File: config.mk
export PLATFORM = sky130hd
export DESIGN_NAME = resr_event_status
export DESIGN_NICKNAME = d
export VERILOG_FILES = /design/src/design/resr_pkg.sv /design/src/design/resr_event_status.sv
export SDC_FILE = /design/constraint.sdc
export NUM_CORES = 1
export LEC_CHECK = 0
export ABC_AREA = 0
export BUFFER_PORTS_ARGS = -buffer_cell sky130_fd_sc_hd__buf_2
export CAP_MARGIN = 5
export CORE_ASPECT_RATIO = 1.25
export CORE_MARGIN = 4
export CORE_UTILIZATION = 30
export CTS_CLUSTER_SIZE = 8
export DETAILED_ROUTE_END_ITERATION = 6
export MAX_ROUTING_LAYER = met4
export PLACE_DENSITY = 0.49
export SYNTH_ARGS = -nofsm -noshare
export SYNTH_HDL_FRONTEND = slang
export SYNTH_SLANG_ARGS = --single-unit
export TNS_END_PERCENT = 100
File: constraint.sdc
create_clock -name mclk -period 3.12 [get_ports mclk]
set_input_delay 0.312 -clock mclk [delete_from_list [all_inputs] [get_ports mclk]]
set_output_delay 0.312 -clock mclk [all_outputs]
set_load 0.01 [all_outputs]
File: src/design/resr_pkg.sv
package resr_pkg;

  // ***********************************************************************
  // Register offsets
  // ***********************************************************************
  localparam logic [7:0] RESR_CONV_EVENT_OFS  = 8'h1b;
  localparam logic [7:0] RESR_LINREG_EVENT_OFS = 8'h1c;
  localparam logic [7:0] RESR_GLOBAL_STAT_OFS = 8'h1d;
  localparam logic [7:0] RESR_CONV_STAT_OFS   = 8'h1e;
  localparam logic [7:0] RESR_SUMMARY_OFS     = 8'h19;

  // ***********************************************************************
  // Field positions and reset values
  // ***********************************************************************
  localparam int RESR_POS_LIMIT0    = 0;
  localparam int RESR_POS_SHORT0    = 1;
  localparam int RESR_POS_PG0       = 2;
  localparam int RESR_POS_LIMIT1    = 4;
  localparam int RESR_POS_SHORT1    = 5;
  localparam int RESR_POS_PG1       = 6;
  localparam int RESR_POS_ENABLE0   = 3;
  localparam int RESR_POS_ENABLE1   = 7;
  localparam int RESR_POS_OVP       = 1;
  localparam int RESR_POS_TWARN     = 2;
  localparam int RESR_POS_TSD       = 3;
  localparam int RESR_POS_SYNC_BAD  = 4;
  localparam int RESR_POS_POWER_GOOD_PIN_PIN = 7;
  localparam int RESR_POS_SUM_LINREG = 6;
  localparam int RESR_POS_SUM_CONV  = 5;
  localparam logic [7:0] RESR_EVENT_MASK = 8'h77;
  localparam logic [7:0] RESR_RESET_VAL  = 8'h00;

  // ***********************************************************************
  // Short-circuit qualification time
  // ***********************************************************************
  localparam int RESR_CLK_HZ       = 20000000;
  localparam int RESR_SHORT_US     = 1000;
  // More than 1 ms: one cycle beyond the exact count
  localparam int RESR_SHORT_CYCLES =
    (RESR_CLK_HZ / 1000000) * RESR_SHORT_US + 1;
  localparam int RESR_CNT_W        = 15;

endpackage

File: src/design/resr_event_status.sv
`timescale 1ns/10ps

// Function
// RL1 - Converter 1 power-good event sets event bit 6; host write-1 clears.
// RL2 - Converter 1 short held over 1 ms latches bit 5; write-1 clears.
// RL3 - Converter 1 current limit activity latches bit 4; write-1 clears.
// RL4 - Converter 0 power-good event sets event bit 2; write-1 clears.
// RL5 - Converter 0 short held over 1 ms latches bit 1; write-1 clears.
// RL6 - Converter 0 current limit activity latches bit 0; write-1 clears.
// RL7 - Linreg 1 power-good event sets bit 6; write-1 clears.
// RL8 - Linreg 1 short held over 1 ms latches bit 5; write-1 clears.
// RL9 - Linreg 1 current limit activity latches bit 4; write-1 clears.
// RL10 - Linreg 0 power-good event sets bit 2; write-1 clears.
// RL11 - Linreg 0 short held over 1 ms latches bit 1; write-1 clears.
// RL12 - Linreg 0 current limit activity latches bit 0; write-1 clears.
// RL13 - Global status bit 7 mirrors the power-good pin live.
// RL14 - Global status bit 4 is 1 while external clock is invalid.
// RL15 - Global status bit 3 mirrors thermal shutdown comparator.
// RL16 - Global status bit 2 mirrors thermal warning comparator.
// RL17 - Global status bit 1 mirrors input overvoltage monitor.
// RL18 - Converter summary bit is 1 while any converter flag is set.
// RL19 - Linreg summary bit is 1 while any linreg flag is set.
// RL20 - Converter status shows enable, output invalid and limit active.
// RL21 - Writing 0 keeps flags; an event beats a same-cycle clear.
module resr_event_status
  import resr_pkg::*;
(
  // Clock, reset, enable
  input  wire logic       mclk,
  input  wire logic       nrst,
  input  wire logic       clk_en,
  // Register access port
  input  wire logic       reg_wr,
  input  wire logic       reg_rd,
  input  wire logic [7:0] reg_addr,
  input  wire logic [7:0] reg_wdata,
  output logic      [7:0] reg_rdata,
  output logic            reg_rvalid,
  // Converter monitors, index 0 and 1
  input  wire logic [1:0] conv_power_good_event,
  input  wire logic [1:0] conv_short_active,
  input  wire logic [1:0] conv_limit_active,
  input  wire logic [1:0] conv_enabled_state,
  input  wire logic [1:0] conv_output_invalid,
  // Linear regulator monitors, index 0 and 1
  input  wire logic [1:0] linreg_power_good_event,
  input  wire logic [1:0] linreg_short_active,
  input  wire logic [1:0] linreg_limit_active,
  // Global monitors
  input  wire logic       power_good_pin,
  input  wire logic       ext_sync_clock_invalid,
  input  wire logic       thermal_shutdown_state,
  input  wire logic       thermal_warning_state,
  input  wire logic       input_overvoltage_state,
  // Summary outputs
  output logic            conv_summary_irq,
  output logic            linreg_summary_irq
);

  // ***********************************************************************
  // Short-circuit qualification
  // ***********************************************************************
  logic [3:0]            short_raw;
  logic [3:0]            short_qual;
  logic [RESR_CNT_W-1:0] short_cnt_reg [4];

  assign short_raw = {linreg_short_active, conv_short_active};

  // Count while the short persists; a glitch restarts the 1 ms window
  genvar g;
  generate
    for (g = 0; g < 4; g++)
    begin : g_short
      always_ff @(posedge mclk)
      begin
        if (!nrst)
          short_cnt_reg[g] <= '0;
        else if (clk_en)
        begin
          if (!short_raw[g])
            short_cnt_reg[g] <= '0;
          else if (short_cnt_reg[g] !=
                   RESR_CNT_W'(RESR_SHORT_CYCLES))
            short_cnt_reg[g] <= short_cnt_reg[g] + 1'b1; // RL2 RL5
        end
      end
      // Fires once, on reaching the count, so a cleared flag stays clear
      assign short_qual[g] = short_raw[g] &&
        (short_cnt_reg[g] == RESR_CNT_W'(RESR_SHORT_CYCLES - 1)); // RL8 RL11
    end
  endgenerate

  // ***********************************************************************
  // Event flags
  // ***********************************************************************
  logic [7:0] conv_set;
  logic [7:0] linreg_set;
  logic [7:0] conv_flags_reg;
  logic [7:0] linreg_flags_reg;
  logic [7:0] conv_flags_next;
  logic [7:0] linreg_flags_next;
  logic       conv_clr;
  logic       linreg_clr;

  // Event vectors in register bit order
  always_comb
  begin
    conv_set = 8'h00;
    conv_set[RESR_POS_PG1]    = conv_power_good_event[1];  // RL1
    conv_set[RESR_POS_SHORT1] = short_qual[1];             // RL2
    conv_set[RESR_POS_LIMIT1] = conv_limit_active[1];      // RL3
    conv_set[RESR_POS_PG0]    = conv_power_good_event[0];  // RL4
    conv_set[RESR_POS_SHORT0] = short_qual[0];             // RL5
    conv_set[RESR_POS_LIMIT0] = conv_limit_active[0];      // RL6
    linreg_set = 8'h00;
    linreg_set[RESR_POS_PG1]    = linreg_power_good_event[1]; // RL7
    linreg_set[RESR_POS_SHORT1] = short_qual[3];              // RL8
    linreg_set[RESR_POS_LIMIT1] = linreg_limit_active[1];     // RL9
    linreg_set[RESR_POS_PG0]    = linreg_power_good_event[0]; // RL10
    linreg_set[RESR_POS_SHORT0] = short_qual[2];              // RL11
    linreg_set[RESR_POS_LIMIT0] = linreg_limit_active[0];     // RL12
  end

  assign conv_clr   = reg_wr && (reg_addr == RESR_CONV_EVENT_OFS);
  assign linreg_clr = reg_wr && (reg_addr == RESR_LINREG_EVENT_OFS);

  // Set has priority over clear so no event is lost; reserved bits stay 0
  always_comb
  begin
    conv_flags_next = conv_flags_reg;
    if (conv_clr)
      conv_flags_next = conv_flags_next & ~reg_wdata;           // RL21
    conv_flags_next = (conv_flags_next | conv_set) & RESR_EVENT_MASK;
    linreg_flags_next = linreg_flags_reg;
    if (linreg_clr)
      linreg_flags_next = linreg_flags_next & ~reg_wdata;       // RL21
    linreg_flags_next = (linreg_flags_next | linreg_set) & RESR_EVENT_MASK;
  end

  // Flag storage
  always_ff @(posedge mclk)
  begin
    if (!nrst)
    begin
      conv_flags_reg   <= RESR_RESET_VAL;
      linreg_flags_reg <= RESR_RESET_VAL;
    end
    else if (clk_en)
    begin
      conv_flags_reg   <= conv_flags_next;   // RL1 RL4
      linreg_flags_reg <= linreg_flags_next; // RL7 RL10
    end
  end

  // ***********************************************************************
  // Summary outputs
  // ***********************************************************************
  // Follow the next flag value so summaries line up with the flags
  always_ff @(posedge mclk)
  begin
    if (!nrst)
    begin
      conv_summary_irq   <= 1'b0;
      linreg_summary_irq <= 1'b0;
    end
    else if (clk_en)
    begin
      conv_summary_irq   <= |conv_flags_next;   // RL18
      linreg_summary_irq <= |linreg_flags_next; // RL19
    end
  end

  // ***********************************************************************
  // Live status and read path
  // ***********************************************************************
  logic [7:0] global_stat;
  logic [7:0] conv_stat;
  logic [7:0] summary_stat;

  // Live bits, not latched
  always_comb
  begin
    global_stat = 8'h00;
    global_stat[RESR_POS_POWER_GOOD_PIN_PIN] = power_good_pin;          // RL13
    global_stat[RESR_POS_SYNC_BAD]  = ext_sync_clock_invalid;  // RL14
    global_stat[RESR_POS_TSD]       = thermal_shutdown_state;  // RL15
    global_stat[RESR_POS_TWARN]     = thermal_warning_state;   // RL16
    global_stat[RESR_POS_OVP]       = input_overvoltage_state; // RL17
    conv_stat = 8'h00;
    conv_stat[RESR_POS_ENABLE1] = conv_enabled_state[1];  // RL20
    conv_stat[RESR_POS_PG1]     = conv_output_invalid[1]; // RL20
    conv_stat[RESR_POS_LIMIT1]  = conv_limit_active[1];   // RL20
    conv_stat[RESR_POS_ENABLE0] = conv_enabled_state[0];  // RL20
    conv_stat[RESR_POS_PG0]     = conv_output_invalid[0]; // RL20
    conv_stat[RESR_POS_LIMIT0]  = conv_limit_active[0];   // RL20
    summary_stat = 8'h00;
    summary_stat[RESR_POS_SUM_CONV]   = |conv_flags_reg;   // RL18
    summary_stat[RESR_POS_SUM_LINREG] = |linreg_flags_reg; // RL19
  end

  // Registered read data, one cycle after the strobe; unmapped reads 0
  always_ff @(posedge mclk)
  begin
    if (!nrst)
    begin
      reg_rdata  <= 8'h00;
      reg_rvalid <= 1'b0;
    end
    else if (clk_en)
    begin
      reg_rvalid <= reg_rd;
      if (reg_rd)
      begin
        case (reg_addr)
          RESR_CONV_EVENT_OFS:   reg_rdata <= conv_flags_reg;
          RESR_LINREG_EVENT_OFS: reg_rdata <= linreg_flags_reg;
          RESR_GLOBAL_STAT_OFS:  reg_rdata <= global_stat;
          RESR_CONV_STAT_OFS:    reg_rdata <= conv_stat;
          RESR_SUMMARY_OFS:      reg_rdata <= summary_stat;
          default:               reg_rdata <= 8'h00;
        endcase
      end
    end
  end

endmodule

# Word-level counts from Yosys, hierarchy flattened
# Memories as Yosys holds them, arrays and structs flattened.
# Cells that the tools add are included.
# classes
add_sub_neg,4
n_eq_ne,13
muxes,48
n_bitwise,13
reduce_logical,11
# ops
operator,n
$mux W15,8
$add A15 B1 Y15 const B,4
$eq A15 B15 Y1 const B,4
$ne A15 B15 Y1 const B,4
$eq A8 B5 Y1 const B,5
$pmux W8 S5,1
$mux W1,37
$reduce_or A6 Y1,4
$and A7 B7 Y7,2
$mux W7,2
$or A7 B7 Y7,2
$or A1 B1 Y1,8
$not A7 Y7,1
$logic_and A1 B1 Y1,6
$reduce_and A2 Y1,1
# totals
register_bits,23
mem_bits_rw,60
input_bits,42
out_inout_bits,11
elab_cells,96
n_memories,1
# mem_list
memory,words,word_bits,read_ports,rd_clocked_by_memory_dff,wr,line_no,source
short_cnt_reg,4,15,4,0,4,resr_event_status.sv:65,logic [RESR_CNT_W-1:0] short_cnt_reg [4];

# Longest topological paths before layout
# Gate-level depths: netlist of the first run.
# An unclocked memory read counts as a cell.
# depth
ltp_word,8
ltp_mapped,7
ltp_nobuf,6

# Worst setup path after synthesis of the first run
# Ideal clock, no wire load.
# synth_path
path_type,register to register
start,memory short_cnt_reg[2][9]
end,"memory short_cnt_reg[2][0], enable pin"
setup_ns,0.408
arrival_time_ns,2.061
required_time_ns,2.712
setup_slack_ns,0.651
path_stages_with_launch,5
synth_period_minus_slack_ns,2.469
path_cell_list,edfxtp_1 and3_1 and4_1 and3_1 o21ai_0
# synth_rtl
element,line_no
"start, declared",resr_event_status.sv:65

==> results of run 1 <==
==> worst max-delay path, delay by kind of cell (launching register included) <==
kind                   cells  cell delay (ns)
AO/OA/AOI/OAI              1             0.18
AND/OR/NAND/NOR            4             1.38
flip-flops                 1             0.42
buffers and inverters      1             0.21
==> Yosys cell counts (2+ instances only) <==
cell	n	area share
nor3_1	6	0.0065
nand2_1	46	0.037
nand4_1	22	0.030
dfxtp_1	23	0.099
o22ai_1	2	0.0027
nor4b_1	2	0.0038
buf_2	3	0.0032
a21oi_1	14	0.015
and3_1	20	0.027
and4b_1	2	0.0043
o2bb2ai_1	2	0.0038
o21ai_0	16	0.017
a31oi_1	2	0.0027
a221oi_1	3	0.0056
nand3_1	16	0.017
nor2b_1	3	0.0040
a21boi_0	3	0.0048
a22o_1	5	0.0094
xor2_1	31	0.058
edfxtp_1	60	0.39
a211oi_1	3	0.0048
clkbuf_1	9	0.0073
ha_1	12	0.032
nor2_1	79	0.064
nand4b_1	2	0.0038
or3_1	2	0.0027
a22oi_1	8	0.013
nand4bb_1	2	0.0048
xnor2_1	21	0.040
nor3b_1	4	0.0065
nor4_1	5	0.0067
and4_1	6	0.011
nand4_2	2	0.0054
inv_1	22	0.018
==> cell families after synthesis <==
logic type / after synthesis / share of synthesized area
and+or+nand+nor: 230 / 0.2579
AOI/OAI and AO/OA: 64 / 0.09035
xor gates and xnor gates: 52 / 0.09788
DFF: 83 / 0.4862
adders and majority gates: 12 / 0.03227
muxes: 1 / 0.002420
buffers and inverters: 37 / 0.03307
==> layout by cell type (no fill, tap or decap), drive strengths merged, types with 3 or more instances in the layout <==
cell	netlist	routed
nor2b	3	3
nor4	6	6
edfxtp	60	60
dfxtp	23	23
a22o	5	5
ha	12	12
nor2	79	79
a221oi	3	3
nor3	6	6
a211oi	3	3
inv	22	22
nand2	46	46
xnor2	21	21
clkbuf	9	12
and3	20	20
a21boi	3	3
nand4	24	24
clkinv	0	4
nor3b	4	4
a22oi	8	8
and4	6	6
buf	6	55
nand3	16	16
o21ai	16	16
a21oi	14	14
xor2	31	31
==> routing by layer <==
metal  global-route usage  share of wire  wire length [µm]
met1               0.1618           0.45              4867
met2               0.2093           0.49              5304
met3              0.02195          0.033               350
met4              0.05731          0.022               242
met5                    -              0                 0
==> per-stage QoR <==
stage	instance area (µm²)	instances	worst slack (ns)
floorplan	4653	479	0.6509
global placement	5130	727	0.7192
detailed placement	5130	727	0.6966
CTS	5385	743	0.6903
global route	5385	743	0.5345
finish	5385	743	0.6858
==> final timing paths <==
check	start	endpoint	slack [ns]	cells after the start
min reg2reg	reg_rdata[6]	reg_rdata[6]	0.45	2
max	short_cnt_reg[0][13]	short_cnt_reg[0][5]	0.69	6
max reg2reg	short_cnt_reg[0][13]	short_cnt_reg[0][5]	0.69	6
min	linreg_power_good_event[1]	linreg_flags_reg[6]	0.23	3
==> report_power, final <==
group	internal, W	total, W	switching [W]	leakage (nW)
Combinational	0.0000911	0.000213	0.000121	1.00
Clock	0.000533	0.000970	0.000436	0.128
Sequential	0.00124	0.00131	0.0000628	0.851
Total	0.00187	0.00249	0.000621	1.98
==> area by class of cell <==
cell class	instances	area share
repair buffers	55	0.05344
clock buffers	12	0.04391
multi-input cells	359	0.4154
clock inverters	4	0.003485
inverters	22	0.01533
flip-flops and latches	83	0.4201
well taps	208	0.04833
==> metrics.cfg, run 1 <==
[sta]
finalCritPeriodShare = 0.7802
max_freq_ghz = 0.4108
setup_viol = 0
fin_crit_ns = 2.434
holdWs_ns = 0.2277
rsz0062_at_grt = false
finalHoldViolations = 0
fin_worst_skew_ns = 0.003821
fin_tns_setup_ns = 0
relSlewSlack = 0.4996
tightestPinTransition_ns = 0.7449
finalMaxSlewViolations = 0

[power]
p_leak_nw = 1.981
power_w = 0.002488
vdd_ir_drop_max_mv = 0.1857
powerDensity_nw_per_um2 = 462.0

[synthesis]
async_reset_ff_frac = 0
synth-edff-count = 60
ys_ff_latch = 83
yosys.cell_types.count = 55
synth-main-ff-cell = edfxtp_1
synth_cells = 479
syn-num-nets = 533
synth_area_per_cell_um2 = 9.714
ys_warn_count = 0
syn_area_um2 = 4653
yosysSeqAreaShare = 0.4862

[setup_path]
path_cells = or4b_1, nor4_1, nand2_1, nand4_2, o211ai_1, buf_4
cp_max_fo = 16
max_stage_delay_ns = 0.53
end_kind = flop
required_ns = 3.22
cp_slowest_cell = or4b_1
worst_setup_path_start_kind = flop
cp_data_arrival_time_ns = 2.54
path_class = flop to flop

[route]
drc = 0
first_pass_iters = 4
postRouteAntennaNets = 0
drt_iter0_drc = 202
wl_mm = 10.77
vias = 3624
wire_per_inst_um = 14.49
vias_per_cell = 4.878

[placed_design]
port_buffers = 50
gp_congestion = 0.8724
hpwl_mm = 7.906

[cells_and_area]
syn_to_final_growth_pct = 15.73
drive_gt1_frac = 0.1402
largest_reg_flops = 60
layout.area.seq_um2 = 2262
postLayoutCoreUtil = 0.3572
multi_input_area_um2 = 2237
diodes = 0
fillers = 1568
nets = 584

[global_route]
grt.total_usage = 0.1304
grt_antenna_before_repair = 0
grt_pass1_wl_mm = 18.02
gr-total-overflow = 0
grt_max_degree = 21
grt_pass1_vias = 3664

[clock_network]
postCtsSetupRepairBufs = 0
clockRootBuffer = clkbuf_16
clk_transition_reported_paths_ns = 0.06
h-tree-depth = 3
post_cts_resized = 0
cts_tree = yes
ctsLongestPathBuffers = 2
cts_hold_buf = 0
clock_latency_ns = 0.35
cts_made_buffers = 9
cts_sinks = 83

[status]
status = finished, final reports clean

[floorplan]
fp.coreArea_um2 = 15080
dieArea_um2 = 17580
start_util = 0.3086
fp.dieH_um = 147.2
die_w_um = 119.4
ios = 53
rows = 50

[min_path]
hold_class = input port to flop

[run]
drv_cap = 0

Note: power is estimated with default switching activity, not from simulation.
==> run 2, diff against run 1 <==
==> constraint.sdc (replaced) <==
create_clock -name mclk -period 2.45 [get_ports mclk]
set_input_delay 0.245 -clock mclk [delete_from_list [all_inputs] [get_ports mclk]]
set_output_delay 0.245 -clock mclk [all_outputs]
set_load 0.01 [all_outputs]
==> run 2 against run 1 <==
Global-route usage down 0.088 points. Fmax is 15% higher. Die area is the same. Combinational power up 28%. Cell area rose by 1.6%. Utilization rose by 0.57 points. Hold slack lost 0.063 ns. Critical path type unchanged. Highest routed layer unchanged.
==> metrics.cfg, run 2 (same netlist as run 1, synthesis figures left out) <==
[cells_and_area]
nets = 588
largest_reg_flops = 60
drive_gt1_frac = 0.1503
fillers = 1577
postLayoutCoreUtil = 0.3629
final_cell_mix = nor2_1 (79), edfxtp_1 (60), buf_2 (50)
syn_to_final_growth_pct = 17.59
diodes = 0
final_common_cell = nor2_1

[sta]
tightestPinTransition_ns = 0.6398
rsz0062_at_grt = false
fin_worst_skew_ns = 0.009064
relSlewSlack = 0.5724
holdWs_ns = 0.1652
setup_viol = 0
finalMaxSlewViolations = 0
fin_tns_setup_ns = 0
finalCritPeriodShare = 0.8626
fin_crit_ns = 2.113
max_freq_ghz = 0.4732
finalHoldViolations = 0

[route]
drt_iter0_drc = 136
vias_per_cell = 4.890
wire_per_inst_um = 14.20
postRouteAntennaNets = 0
wl_mm = 10.61
vias = 3653
first_pass_iters = 4
drc = 0

[clock_network]
clock_latency_ns = 0.34
cts_made_buffers = 9
clk_transition_reported_paths_ns = 0.07
postCtsSetupRepairBufs = 0
post_cts_resized = 0
clockRootBuffer = clkbuf_16
cts_sinks = 83
ctsLongestPathBuffers = 2
cts_hold_buf = 0
cts_tree = yes
h-tree-depth = 3

[setup_path]
end_kind = flop
critPathBufInv = 0
cp_max_fo = 15
setup.worst_path.start = short_cnt_reg[3][3]
critPathTopFamily = simple AND/OR/NAND/NOR gates
worst_setup_path_start_kind = flop
path_class = flop to flop
reg2reg_depth = 5
required_ns = 2.54
cp_slowest_cell = or4b_4
path_cells = or4b_4, nor4_4, nand2_1, nand4_2, nor2_1
cp_num_cells = 5
max_stage_delay_ns = 0.57
cp_data_arrival_time_ns = 2.20
rr_startpoint = short_cnt_reg[3][3]

[global_route]
grt_antenna_before_repair = 0
grt_pass1_wl_mm = 17.86
grt.total_usage = 0.1296
grt_max_degree = 21
gr-total-overflow = 0
grt_pass1_vias = 3715

[status]
status = finished, final reports clean

[floorplan]
rows = 50
fp.dieH_um = 147.2
start_util = 0.3086
fp.coreArea_um2 = 15080
die_w_um = 119.4
ios = 53
dieArea_um2 = 17580

[power]
p_leak_nw = 2.025
powerDensity_nw_per_um2 = 618.1
vdd_ir_drop_max_mv = 0.2517

[min_path]
hp-start = linreg_limit_active[0]
hold_class = input port to flop
hold_depth = 3

[placed_design]
gp_congestion = 0.8649
hpwl_mm = 7.908
port_buffers = 50

[run]
drv_cap = 0

run 2: area by class of cell:
type,count,area [µm²],share of cell area
inverters,22,82.58,0.01509
repair buffers,59,317.8,0.05808
well taps,208,260.3,0.04756
flip-flops and latches,83,2262,0.4134
clock buffers,11,232.7,0.04253
clock inverters,5,78.83,0.01441
multi-input cells,359,2237,0.4089
run 2: routing by layer:
layer  vias up  routed length, µm  share of wire  track usage
li1       1845                  -              -            -
met1      1732               4748           0.45       0.1574
met2        53               5262           0.50       0.2074
met3        23                264          0.025      0.02041
met4         0                329          0.031      0.06819
met5         -                  0              0            -
run 2: metrics by stage:
step                      cells  setup WS, ns  total power (W)  cell area [µm²]
after global routing        747       0.04628         0.003550             5472
after detailed placement    731        0.2971         0.001968             5160
after CTS                   747        0.2912         0.003436             5472
final                       747        0.3366         0.003382             5472
after global placement      731        0.2902         0.001962             5160
after floorplan             479        0.2139         0.001851             4653
run 2: report_power, final:
group / leakage [nW] / switching [W] / internal, W
Combinational: 1.02 / 0.000156 / 0.000118
Clock: 0.153 / 0.000555 / 0.000892
Sequential: 0.851 / 0.0000793 / 0.00158
Total: 2.02 / 0.000790 / 0.00259
run 2: worst min-delay path, delay by kind of cell:
kind | cells | cell delay (ns)
and+or+nand+nor | 1 | 0.06
AOI/OAI and AO/OA | 1 | 0.05
buffers and inverters | 1 | 0.11
run 2: path summary, 6_finish.rpt:
| path | slack [ns] | end |
|---|---|---|
| setup / recovery | 0.34 | short_cnt_reg[3][6] |
| hold / removal | 0.17 | linreg_flags_reg[0] |
| setup reg to reg | 0.34 | short_cnt_reg[3][6] |
| hold reg to reg | 0.45 | reg_rdata[7] |
==> run 3, diff against run 2 <==
--- a/config.mk
+++ b/config.mk
@@ -9,7 +9,7 @@
 export BUFFER_PORTS_ARGS = -buffer_cell sky130_fd_sc_hd__buf_2
 export CAP_MARGIN = 5
 export CORE_ASPECT_RATIO = 1.25
-export CORE_MARGIN = 4
+export CORE_MARGIN = 2
 export CORE_UTILIZATION = 30
 export CTS_CLUSTER_SIZE = 8
 export DETAILED_ROUTE_END_ITERATION = 6
==> run 3 against run 2 <==
Count of clock-buffer cells in the layout is the same. Register-to-register slack lost 0.07 ns. Sequential share of layout area up 0.11 points. Highest routed layer unchanged. Critical path type unchanged.
==> metrics.cfg, run 3 (same netlist as run 1, synthesis figures left out) <==
[setup_path]
required_ns = 2.54
path_class = flop to flop
cp_slowest_cell = or4b_1
cp_data_arrival_time_ns = 2.27
rr_startpoint = short_cnt_reg[0][13]
cp_max_fo = 15
path_cells = or4b_1, nor4_1, nand2_1, nand4_2, o211ai_1, buf_4
rrSetupSlack_ns = 0.26
reg2reg_depth = 6
worst_setup_path_start_kind = flop
max_stage_delay_ns = 0.56
end_kind = flop
worst_r2r_endpoint = short_cnt_reg[0][7]

[placed_design]
gp_congestion = 0.8552
port_buffers = 50
dp_slack_ns = 0.3032
hpwl_mm = 7.874

[global_route]
grt.total_usage = 0.1359
grt_max_degree = 21
grt_pass1_vias = 3442
grt_antenna_before_repair = 0
gr-total-overflow = 0
grt_pass1_wl_mm = 17.12

[sta]
fin_crit_ns = 2.187
finalMaxSlewViolations = 0
max_freq_ghz = 0.4572
tightestPinTransition_ns = 0.6791
fin_worst_skew_ns = 0.01009
setup_viol = 0
finalHoldViolations = 0
fin_tns_setup_ns = 0
finalCritPeriodShare = 0.8928
holdWs_ns = 0.1687
rsz0062_at_grt = false
final.setup.worst_slack_ns = 0.2626
relSlewSlack = 0.5468

[power]
p_sw_w = 0.0007890
combPwrFrac = 0.086
vdd_ir_drop_max_mv = 0.2649
sequentialPowerShare = 0.514
power_frac_clock = 0.400
swShare = 0.2441
powerDensity_nw_per_um2 = 592.4
p_leak_nw = 2.023
internal_power_w = 0.002443

[floorplan]
rows = 50
fp.dieH_um = 143.2
fp.coreArea_um2 = 15080
ios = 53
dieArea_um2 = 16530
start_util = 0.3086
die_w_um = 115.4

[route]
wl_mm = 10.65
wire_per_inst_um = 14.22
drt_iter0_drc = 185
postRouteAntennaNets = 0
drc = 0
vias = 3629
vias_per_cell = 4.845
first_pass_iters = 4

[clock_network]
cts_sinks = 83
post_cts_resized = 0
h-tree-depth = 3
postCtsSetupRepairBufs = 0
clock_latency_ns = 0.34
clockRootBuffer = clkbuf_16
ctsLongestPathBuffers = 2
cts_made_buffers = 9
clk_transition_reported_paths_ns = 0.06
cts_tree = yes
cts_hold_buf = 0

[cells_and_area]
final_common_cell = nor2_1
drive_gt1_frac = 0.1534
diodes = 0
nets = 590
largest_reg_flops = 60
syn_to_final_growth_pct = 17.26
final_cell_mix = nor2_1 (79), edfxtp_1 (60), buf_2 (50)

[run]
drv_cap = 0

[min_path]
holdPathEnd = linreg_flags_reg[0]
hold_class = input port to flop
hold_depth = 3
hp-start = linreg_limit_active[0]

[status]
status = finished, final reports clean

## run 3: changes by cell type in the layout (fill, tap and decap cells not counted), sizes merged
cell    delta
clkinv     +2
buf        +2
bufinv     -2
## run 3: worst max-delay path by stage
stage	from	end	slack [ns]
6_report	short_cnt_reg[0][13]	short_cnt_reg[0][7]	0.26
5_1_grt	short_cnt_reg[0][8]	short_cnt_reg[0][9]	0.07
4_1_cts	short_cnt_reg[3][3]	short_cnt_reg[3][5]	0.30
3_5_place_dp	short_cnt_reg[3][3]	short_cnt_reg[3][13]	0.30
3_3_place_gp	short_cnt_reg[0][13]	short_cnt_reg[0][7]	0.29
2_1_floorplan	short_cnt_reg[0][8]	short_cnt_reg[0][0]	0.21
## run 3: worst max-delay path, delay by kind of cell (launching register included)
family | cells | cell delay (ns)
and+or+nand+nor | 4 | 1.19
DFF | 1 | 0.43
AOI/OAI and AO/OA | 1 | 0.09
buffers and inverters | 1 | 0.23
## run 3: area by class of cell
| type | instances | area, µm² |
|---|---|---|
| Fill cell | 1568 | 9620 |
| Clock buffer | 11 | 254.0 |
| Tap cell | 208 | 260.3 |
| Multi-Input combinational cell | 359 | 2237 |
| Clock inverter | 5 | 27.53 |
| Sequential cell | 83 | 2262 |
| Timing Repair Buffer | 61 | 332.8 |
| Inverter | 22 | 82.58 |
## run 3: power groups by stage
stage	combinational (W)	clock [W]	sequential (W)
detailed placement	0.000279	0	0.00169
floorplan	0.000180	0	0.00167
global route	0.000313	0.00139	0.00167
CTS	0.000280	0.00134	0.00166
global placement	0.000275	0	0.00169
finish	0.000277	0.00129	0.00166
## run 3: per-layer routing
layer | wire length [µm] | GRT usage | vias up
met1 | 4968 | 0.1717 | 1733
met5 | 0 | - | -
met2 | 5258 | 0.2139 | 39
li1 | - | - | 1842
met3 | 263 | 0.03056 | 15
met4 | 159 | 0.04692 | 0
## run 3: stage by stage
step                      utilization  total power, W  std cells  area, µm²
after floorplan                     -        0.001851        479       4653
after global placement         0.3432        0.001965        733       5175
after detailed placement       0.3432        0.001970        733       5175
after CTS                      0.3619        0.003280        749       5456
after global routing           0.3619        0.003380        749       5456
final                          0.3619        0.003232        749       5456
